## src/inc/acrm_consts.vh

```
// Constants for the accelerometer register bank: offsets, reset values,
// the identity code and field positions.
// Assumes inclusion by bare name from the design files.
`ifndef ACRM_CONSTS_VH
`define ACRM_CONSTS_VH

// Register offsets.
`define ACRM_A_FLAGS       8'h00
`define ACRM_A_X_HI        8'h01
`define ACRM_A_X_LO        8'h02
`define ACRM_A_Y_HI        8'h03
`define ACRM_A_Y_LO        8'h04
`define ACRM_A_Z_HI        8'h05
`define ACRM_A_Z_LO        8'h06
`define ACRM_A_RSV0        8'h07
`define ACRM_A_RSV1        8'h08
`define ACRM_A_BUF_SETUP   8'h09
`define ACRM_A_BUF_TRIG    8'h0a
`define ACRM_A_SYS_STATE   8'h0b
`define ACRM_A_INT_CAUSE   8'h0c
`define ACRM_A_IDENTITY    8'h0d
`define ACRM_A_RANGE_FILT  8'h0e
`define ACRM_A_HP_CUTOFF   8'h0f
`define ACRM_A_ORIENT_ST   8'h10
`define ACRM_A_ORIENT_CFG  8'h11
`define ACRM_A_ORIENT_DBC  8'h12
`define ACRM_A_BF_TRIP     8'h13
`define ACRM_A_PL_TRIP     8'h14
`define ACRM_A_FFMT_CFG    8'h15
`define ACRM_FREEFALL_MOTION_SOURCE    8'h16
`define ACRM_A_FFMT_THS    8'h17
`define ACRM_A_FFMT_DBC    8'h18
`define ACRM_A_LAST        8'h18
`define ACRM_A_NEXT_BLOCK  8'h19

// Reset values of the writable registers.
`define ACRM_RST_ZERO      8'h00
`define ACRM_RST_ORIENT    8'h80
`define ACRM_RST_PL_TRIP   8'h1a

// Identity code; the value is arbitrary.
`define ACRM_IDENTITY_VAL  8'h5c

// Field positions: buffer mode in the setup register, low-byte pad bits.
`define ACRM_FMODE_HI      7
`define ACRM_FMODE_LO      6
`define ACRM_LOW_PAD       2'b00

`endif

```

## src/verilog/acrm_regbank.v

```verilog
// Register bank of a 3-axis accelerometer, addresses 00h to 18h, with
// the auto-increment pointer that depends on buffer mode and fast read.
// Assumes a serial front end that delivers address, write and read
// strobes synchronous to ref_clk, and detection logic that supplies
// the sample and status values on plain inputs.
// The bank holds no sample storage of its own: while the buffer is
// active the buffer logic presents its head entry, and fifo_pop asks
// it to move on after each X high read.
//
// Behaviour
// - Buffer off and fast read on: pointer goes X high to Y high (03h) to Z high (05h).
// - Buffer on and fast read on: pointer returns to X high after X high is read.
// - Each axis high byte shows the 8 top bits of its 14-bit sample in bits 7..0.
// - Each axis low byte shows the 6 low sample bits in bits 7..2, bits 1..0 zero.
// - The X high byte address is the read port for buffered XYZ samples.
// - Address 00h is read-only, shows data-ready flags or buffer status, holds no reset value of its own.
// - Buffer off and normal read: pointer steps through every high and low byte.
// - Buffer on and normal read: X high is followed by X high again.
`timescale 1ns/100ps
`default_nettype none
`include "acrm_consts.vh"

module acrm_regbank (
  // Clock and reset.
  input  wire        ref_clk,
  input  wire        rstn,
  // Host access strobes from the serial front end.
  input  wire        addr_load,
  input  wire [7:0]  addr_in,
  input  wire        wr_stb,
  input  wire [7:0]  wr_data,
  input  wire        rd_stb,
  output reg  [7:0]  rd_data,
  output reg  [7:0]  reg_ptr,
  // Fast-read bit of the primary control register.
  input  wire        fast_read,
  // Live values from the sensing and detection logic.
  input  wire [13:0] x_sample,
  input  wire [13:0] y_sample,
  input  wire [13:0] z_sample,
  input  wire [13:0] fifo_x,
  input  wire [13:0] fifo_y,
  input  wire [13:0] fifo_z,
  input  wire [7:0]  data_ready_flags,
  input  wire [7:0]  fifo_status,
  input  wire [7:0]  sys_state_in,
  input  wire [7:0]  int_cause_in,
  input  wire [7:0]  orient_state_in,
  input  wire [7:0]  ffmt_source_in,
  // Pop request to the sample buffer, one cycle per X high read while the buffer is active.
  output reg         fifo_pop,
  // Configuration outputs to the detection and buffer logic.
  // Each is the register itself, so downstream logic sees a write at once.
  output reg  [7:0]  buffer_setup_r,
  output reg  [7:0]  buffer_trigger_config_r,
  output reg  [7:0]  range_and_filter_select_r,
  output reg  [7:0]  highpass_cutoff_select_r,
  output reg  [7:0]  orientation_config_r,
  output reg  [7:0]  orientation_debounce_r,
  output reg  [7:0]  backfront_trip_angle_r,
  output reg  [7:0]  portrait_landscape_trip_r,
  output reg  [7:0]  freefall_motion_config_r,
  output reg  [7:0]  freefall_motion_threshold_r,
  output reg  [7:0]  freefall_motion_debounce_r
);

  // ---------------------------------------------------------------------
  // Mode decode
  // ---------------------------------------------------------------------

  // The buffer counts as active whenever its mode field is non-zero.
  // All non-zero codes share one pointer behaviour here; how the buffer
  // fills or stops is the buffer logic's business, not this bank's.
  wire       fifo_on;
  wire [1:0] fmode;
  assign fmode   = buffer_setup_r[`ACRM_FMODE_HI:`ACRM_FMODE_LO];
  assign fifo_on = (fmode != 2'b00);

  // ---------------------------------------------------------------------
  // Axis formatting
  // ---------------------------------------------------------------------

  // The three axes are packed with X in the low slice. The source switch
  // makes address 01h the buffer read port while the buffer is active;
  // the live sample is hidden then, which is the price of sharing it.
  wire [41:0] axis_live;
  wire [41:0] axis_buf;
  wire [23:0] axis_hi;
  wire [23:0] axis_lo;
  assign axis_live = {z_sample, y_sample, x_sample};
  assign axis_buf  = {fifo_z, fifo_y, fifo_x};

  // One slice per axis: the high byte takes sample bits 13..6, the low
  // byte takes bits 5..0 above two zero pad bits.
  genvar ax;
  generate
    for (ax = 0; ax < 3; ax = ax + 1) begin : g_axis
      wire [13:0] sel;
      assign sel = fifo_on ? axis_buf[ax*14 +: 14] : axis_live[ax*14 +: 14];
      assign axis_hi[ax*8 +: 8] = sel[13:6];
      assign axis_lo[ax*8 +: 8] = {sel[5:0], `ACRM_LOW_PAD};
    end
  endgenerate

  // ---------------------------------------------------------------------
  // Read multiplexer
  // ---------------------------------------------------------------------

  // Reserved and unmapped addresses read as zero.
  // The mux looks at the pointer before it steps, so rd_data belongs to
  // the address the host asked for, not to the next one.
  reg [7:0] rd_nxt;
  always @* begin
    rd_nxt = 8'h00;
    if (reg_ptr == `ACRM_A_FLAGS) begin
      rd_nxt = fifo_on ? fifo_status : data_ready_flags;
    end else if (reg_ptr == `ACRM_A_X_HI) begin
      rd_nxt = axis_hi[7:0];
    end else if (reg_ptr == `ACRM_A_X_LO) begin
      rd_nxt = axis_lo[7:0];
    end else if (reg_ptr == `ACRM_A_Y_HI) begin
      rd_nxt = axis_hi[15:8];
    end else if (reg_ptr == `ACRM_A_Y_LO) begin
      rd_nxt = axis_lo[15:8];
    end else if (reg_ptr == `ACRM_A_Z_HI) begin
      rd_nxt = axis_hi[23:16];
    end else if (reg_ptr == `ACRM_A_Z_LO) begin
      rd_nxt = axis_lo[23:16];
    end else if (reg_ptr == `ACRM_A_BUF_SETUP) begin
      rd_nxt = buffer_setup_r;
    end else if (reg_ptr == `ACRM_A_BUF_TRIG) begin
      rd_nxt = buffer_trigger_config_r;
    end else if (reg_ptr == `ACRM_A_SYS_STATE) begin
      rd_nxt = sys_state_in;
    end else if (reg_ptr == `ACRM_A_INT_CAUSE) begin
      rd_nxt = int_cause_in;
    end else if (reg_ptr == `ACRM_A_IDENTITY) begin
      rd_nxt = `ACRM_IDENTITY_VAL;
    end else if (reg_ptr == `ACRM_A_RANGE_FILT) begin
      rd_nxt = range_and_filter_select_r;
    end else if (reg_ptr == `ACRM_A_HP_CUTOFF) begin
      rd_nxt = highpass_cutoff_select_r;
    end else if (reg_ptr == `ACRM_A_ORIENT_ST) begin
      rd_nxt = orient_state_in;
    end else if (reg_ptr == `ACRM_A_ORIENT_CFG) begin
      rd_nxt = orientation_config_r;
    end else if (reg_ptr == `ACRM_A_ORIENT_DBC) begin
      rd_nxt = orientation_debounce_r;
    end else if (reg_ptr == `ACRM_A_BF_TRIP) begin
      rd_nxt = backfront_trip_angle_r;
    end else if (reg_ptr == `ACRM_A_PL_TRIP) begin
      rd_nxt = portrait_landscape_trip_r;
    end else if (reg_ptr == `ACRM_A_FFMT_CFG) begin
      rd_nxt = freefall_motion_config_r;
    end else if (reg_ptr == `ACRM_FREEFALL_MOTION_SOURCE) begin
      rd_nxt = ffmt_source_in;
    end else if (reg_ptr == `ACRM_A_FFMT_THS) begin
      rd_nxt = freefall_motion_threshold_r;
    end else if (reg_ptr == `ACRM_A_FFMT_DBC) begin
      rd_nxt = freefall_motion_debounce_r;
    end
  end

  // ---------------------------------------------------------------------
  // Auto-increment table
  // ---------------------------------------------------------------------

  // Output bytes follow one of four sequences; every other register
  // simply steps by one. Only the output block differs by mode.
  // A pointer that runs past 18h keeps counting into the next block,
  // which lives outside this bank and reads as zero here.
  reg [7:0] ptr_nxt;
  always @* begin
    ptr_nxt = reg_ptr + 8'h01;
    if (reg_ptr == `ACRM_A_FLAGS) begin
      ptr_nxt = `ACRM_A_X_HI;
    end else if (reg_ptr <= `ACRM_A_Z_LO) begin
      case ({fifo_on, fast_read})
        2'b00: begin
          // Every high and low byte in turn, then wrap to flags.
          if (reg_ptr == `ACRM_A_Z_LO) begin
            ptr_nxt = `ACRM_A_FLAGS;
          end
        end
        2'b10: begin
          // X high repeats so bursts keep draining buffer entries.
          if (reg_ptr == `ACRM_A_X_HI) begin
            ptr_nxt = `ACRM_A_X_HI;
          end else if (reg_ptr == `ACRM_A_Z_LO) begin
            ptr_nxt = `ACRM_A_FLAGS;
          end
        end
        2'b01: begin
          // High bytes only, low bytes skipped.
          if (reg_ptr == `ACRM_A_X_HI) begin
            ptr_nxt = `ACRM_A_Y_HI;
          end else if (reg_ptr == `ACRM_A_Y_HI) begin
            ptr_nxt = `ACRM_A_Z_HI;
          end else begin
            // Low bytes and Z high fall back to the status register.
            ptr_nxt = `ACRM_A_FLAGS;
          end
        end
        default: begin
          // Only X high repeats; the rest of the output block ends at 00h.
          if (reg_ptr == `ACRM_A_X_HI) begin
            ptr_nxt = `ACRM_A_X_HI;
          end else begin
            ptr_nxt = `ACRM_A_FLAGS;
          end
        end
      endcase
    end else if (reg_ptr == `ACRM_A_RSV0) begin
      // The reserved pair is stepped through like any other byte.
      ptr_nxt = `ACRM_A_RSV1;
    end
  end

  // ---------------------------------------------------------------------
  // Pointer, read data and pop
  // ---------------------------------------------------------------------

  // A new address overrides any stepping in the same cycle. Reads and
  // writes both advance the pointer once per byte.
  // A read and a write in one cycle still advance only once, since both
  // strobes share the single step below.
  // The pointer restarts at the status register, so a bare read burst
  // after reset begins with the flags.
  always @(posedge ref_clk or negedge rstn) begin
    if (!rstn) begin
      reg_ptr  <= `ACRM_A_FLAGS;
      rd_data  <= `ACRM_RST_ZERO;
      fifo_pop <= 1'b0;
    end else begin
      fifo_pop <= 1'b0;
      if (addr_load) begin
        reg_ptr <= addr_in;
      end else if (rd_stb || wr_stb) begin
        reg_ptr <= ptr_nxt;
      end
      // A read that meets a pointer load is dropped; the load wins.
      if (rd_stb && !addr_load) begin
        rd_data <= rd_nxt;
        // Pop only on the X high byte, after which the next entry shows.
        fifo_pop <= fifo_on && (reg_ptr == `ACRM_A_X_HI);
      end
    end
  end

  // ---------------------------------------------------------------------
  // Writable registers
  // ---------------------------------------------------------------------

  // Writes to read-only and reserved addresses are dropped, so the
  // reserved bytes stay intact even if the host breaks its promise.
  // The decode uses the pointer before it steps, so a write burst fills
  // consecutive registers in address order.
  wire wr_ok;
  assign wr_ok = wr_stb && !addr_load;

  always @(posedge ref_clk or negedge rstn) begin
    if (!rstn) begin
      // Two registers wake up non-zero; every other one clears.
      buffer_setup_r              <= `ACRM_RST_ZERO;
      buffer_trigger_config_r     <= `ACRM_RST_ZERO;
      range_and_filter_select_r   <= `ACRM_RST_ZERO;
      highpass_cutoff_select_r    <= `ACRM_RST_ZERO;
      orientation_config_r        <= `ACRM_RST_ORIENT;
      orientation_debounce_r      <= `ACRM_RST_ZERO;
      backfront_trip_angle_r      <= `ACRM_RST_ZERO;
      portrait_landscape_trip_r   <= `ACRM_RST_PL_TRIP;
      freefall_motion_config_r    <= `ACRM_RST_ZERO;
      freefall_motion_threshold_r <= `ACRM_RST_ZERO;
      freefall_motion_debounce_r  <= `ACRM_RST_ZERO;
    end else if (wr_ok) begin
      if (reg_ptr == `ACRM_A_BUF_SETUP) begin
        buffer_setup_r <= wr_data;
      end else if (reg_ptr == `ACRM_A_BUF_TRIG) begin
        buffer_trigger_config_r <= wr_data;
      end else if (reg_ptr == `ACRM_A_RANGE_FILT) begin
        range_and_filter_select_r <= wr_data;
      end else if (reg_ptr == `ACRM_A_HP_CUTOFF) begin
        highpass_cutoff_select_r <= wr_data;
      end else if (reg_ptr == `ACRM_A_ORIENT_CFG) begin
        orientation_config_r <= wr_data;
      end else if (reg_ptr == `ACRM_A_ORIENT_DBC) begin
        orientation_debounce_r <= wr_data;
      end else if (reg_ptr == `ACRM_A_BF_TRIP) begin
        backfront_trip_angle_r <= wr_data;
      end else if (reg_ptr == `ACRM_A_PL_TRIP) begin
        portrait_landscape_trip_r <= wr_data;
      end else if (reg_ptr == `ACRM_A_FFMT_CFG) begin
        freefall_motion_config_r <= wr_data;
      end else if (reg_ptr == `ACRM_A_FFMT_THS) begin
        freefall_motion_threshold_r <= wr_data;
      end else if (reg_ptr == `ACRM_A_FFMT_DBC) begin
        freefall_motion_debounce_r <= wr_data;
      end
    end
  end

endmodule

`default_nettype wire

```

## config.mk

```make
export PLATFORM = sky130hd
export DESIGN_NAME = acrm_regbank
export DESIGN_NICKNAME = d
export VERILOG_FILES = /design/src/verilog/acrm_regbank.v
export VERILOG_INCLUDE_DIRS = /design/src /design/src/inc
export SDC_FILE = /design/constraint.sdc
export NUM_CORES = 1
export LEC_CHECK = 0
export BUFFER_PORTS_ARGS = -buffer_cell sky130_fd_sc_hd__buf_2
export CAP_MARGIN = 20
export CORE_MARGIN = 1
export CORE_UTILIZATION = 54
export CTS_CLUSTER_DIAMETER = 100
export DETAILED_ROUTE_END_ITERATION = 16
export GPL_TIMING_DRIVEN = 0
export PLACE_DENSITY = 0.87
export SYNTH_ARGS = -nofsm -noshare
export SYNTH_HDL_FRONTEND = slang
export SYNTH_SLANG_ARGS = --single-unit
```

## constraint.sdc

```tcl
create_clock -name ref_clk -period 6.35 [get_ports ref_clk]
set_clock_uncertainty 0.1 [all_clocks]
set_input_delay 0.9525 -clock ref_clk [delete_from_list [all_inputs] [get_ports ref_clk]]
set_output_delay 0.9525 -clock ref_clk [all_outputs]
set_load 0.01 [all_outputs]
```

==> impl_metrics.csv <==
group,metric,value,unit
run_status,outcome,"completed",
critical_path,r2r_cells,8,
placement,port_buffers,258,
die,die-area,13300,µm²
cts,clockBufferDepth,2,
global_routing,overflow,0,
timing,whs,0.4350,ns
logic_synthesis,synth_area,6934,µm²
hold_path,hold_depth,1,
placement,dp_hpwl,22.41,mm
critical_path,reg2reg_from,"reg_ptr[1]$_DFFE_PN0P_",
finish,antenna_cells,0,
global_routing,use_met2,0.6786,
critical_path,critPathRequiredTime,6.47,ns
detailed_routing,drt_first_pass_iters,7,
power,powerDensity,267.6,nW/µm²
global_routing,antenna_found_initial,0,
critical_path,r2r_setup_slack,2.63,ns
finish,final_cell_mix,"buf_2 (267), nand2_1 (122), dfrtp_1 (101), mux2_2 (83), a21oi_1 (52)",
cts,hold_buffers,0,
timing,finalCriticalPeriod,3.718,ns
detailed_routing,drc_errors,0,
run,maxCapViolCount,0,
detailed_routing,drt_iter0_markers,1199,
power,fin_total_pwr,2.347,mW
finish,stdcell_count,1225,
cts,h-tree-depth,3,
finish,final_core_util,0.6979,
finish,synthToLayoutAreaGrowth,26.49,%
global_routing,grtUsageTotal,0.4431,
timing,fin_setup_tns,0,ns
detailed_routing,vias,8061,
timing,fmax,269.0,MHz
logic_synthesis,ys_ff_latch,105,
global_routing,grt_pass1_vias,7411,
die,coreArea,12570,µm²
cts,cts_setup_buffers,0,
cts,clkSinkCount,105,
critical_path,crit_arrival,3.84,ns
die,boundaryPins,259,
timing,slew_headroom,0.3309,
placement,place_ws,2.942,ns
critical_path,cp-start-kind,"flip-flop",
global_routing,grt_use_met1,0.5733,
logic_synthesis,synth_top_area_share,0.3645,
timing,layout_setup_ws,2.632,ns
cts,cts_tree,"done",
placement,gp_congestion,1.009,
logic_synthesis,postSynthCellCount,778,
timing,worst_pin_slew,1.000,ns
cts,cts_resized,0,
die,die_w,115.3,µm
logic_synthesis,synth_warnings,0,
die,rows,41,
critical_path,crit_path_end_kind,"flip-flop",
logic_synthesis,ys_types,68,
timing,maxSlewViolCount,0,
timing,setup_violations,0,
power,p_leak,4.217,nW
detailed_routing,ant_nets,0,
timing,grt_setup_unrepaired,"no",
global_routing,grt_max_degree,66,
cts,root_buffer,"clkbuf_16",
die,floorplan.initialDensity,0.5517,
cts,clk_latency,0.37,ns
logic_synthesis,async_flop_share,1.000,
logic_synthesis,synth_edf_count,0,
timing,fin_crit_sh,0.5855,
die,die_y,115.3,µm
hold_path,hp-start,"portrait_landscape_trip_r[0]$_DFFE_PN0P_",
timing,finalHoldViolCount,0,
detailed_routing,routedWlPerCell,23.86,µm
logic_synthesis,synth_ff_type,"dfrtp_1",
logic_synthesis,synth_seq_area_share,0.3796,
finish,final_cell_area,8771,µm²
finish,mostFrequentLayoutCell,"buf_2",
finish,nNetsFinal,1206,
global_routing,use_met3,0.09541,
cts,cts_made_buffers,9,
placement,post_dp_cell_area,8471,µm²
power,peakVddDrop,0.2371,mV
logic_synthesis,syn_avg_cell_area,8.913,µm²
critical_path,crit_type,"reg2reg",
global_routing,grt_pass1_wl,42.99,mm
logic_synthesis,synth_area_leaders,"dfrtp_1 (36%), mux2_2 (13%), nand2_1 (6.6%), a21oi_1 (3.8%), o21ai_0 (3.0%)",
placement,dp_cells,1209,
hold_path,hold_class,"reg2reg",
finish,layout-drive-gt1-share,0.3723,
hold_path,whs_endpoint,"portrait_landscape_trip_r[0]$_DFFE_PN0P_",
global_routing,grt_busiest_layer,"met2",
logic_synthesis,yosysTopAreaCell,"dfrtp_1",
critical_path,worst-path-max-fanout,10,
critical_path,rr_endpoint,"rd_data[6]$_DFFE_PN0P_",
logic_synthesis,syn_nets,936,
detailed_routing,via_per_inst,6.580,
cts,clkTransAtPathRegs,0.08,ns
detailed_routing,drt-total-wl,29.23,mm
critical path, cell delays in order (launching register included):
cell	delay, ns
dfrtp_1	0.54
ha_1	0.39
clkbuf_1	0.59
buf_1	0.68
a21oi_1	0.21
o22ai_1	0.23
nand2_1	0.06
o311ai_0	0.61
a21oi_1	0.15
logic make-up after synthesis:
kind of cell	synth area share
AND/OR/NAND/NOR	0.2003
AO/OA/AOI/OAI	0.2122
flip-flops	0.3796
multiplexers	0.1597
buffers and inverters	0.03970
adder cells (fa/ha/maj)	0.007218
XOR/XNOR	0.001263
worst max path at each step:
stage,startpoint,endpoint,cells after the start,slack [ns]
2_1_floorplan,reg_ptr[1]$_DFFE_PN0P_,rd_data[7]$_DFFE_PN0P_,11,3.73
3_3_place_gp,reg_ptr[1]$_DFFE_PN0P_,rd_data[6]$_DFFE_PN0P_,8,2.92
3_5_place_dp,reg_ptr[1]$_DFFE_PN0P_,rd_data[6]$_DFFE_PN0P_,8,2.94
4_1_cts,reg_ptr[1]$_DFFE_PN0P_,rd_data[7]$_DFFE_PN0P_,12,2.91
5_1_grt,reg_ptr[1]$_DFFE_PN0P_,rd_data[6]$_DFFE_PN0P_,8,2.57
6_report,reg_ptr[1]$_DFFE_PN0P_,rd_data[6]$_DFFE_PN0P_,8,2.63
power by group:
| part | switching, mW | internal [mW] |
|---|---|---|
| clock network | 0.298 | 0.278 |
| registers | 0.0984 | 0.765 |
| logic | 0.583 | 0.325 |
Yosys cell counts, types with 7 or more instances:
master	number
nand3_1	31
nor2b_1	9
nor2_1	41
nor4_1	10
nor3_1	15
o22ai_1	19
clkbuf_1	35
mux2_2	83
inv_1	11
mux2i_1	15
and3_1	10
a21oi_1	52
o21ai_1	7
dfrtp_1	101
o221ai_1	11
a31oi_1	16
a221oi_1	17
o21ai_0	41
buf_2	10
o211ai_1	8
nand2_1	122
nand2b_1	11
final cells by class:
class,instances,area [µm²]
Inverter,13,48.80
Clock buffer,9,225.2
Multi-Input combinational cell,607,4026
Clock inverter,7,75.07
Sequential cell,105,2633
Tap cell,172,215.2
Timing Repair Buffer,259,1321
Fill cell,1078,3797
Buffer,53,226.5
routing by layer:
metal  part of all wire  routed length [µm]
met4              0.060                1762
met2               0.45               13030
met5                  0                   0
met1               0.38               11210
met3               0.11                3222
(Power assumes the default switching activity.)
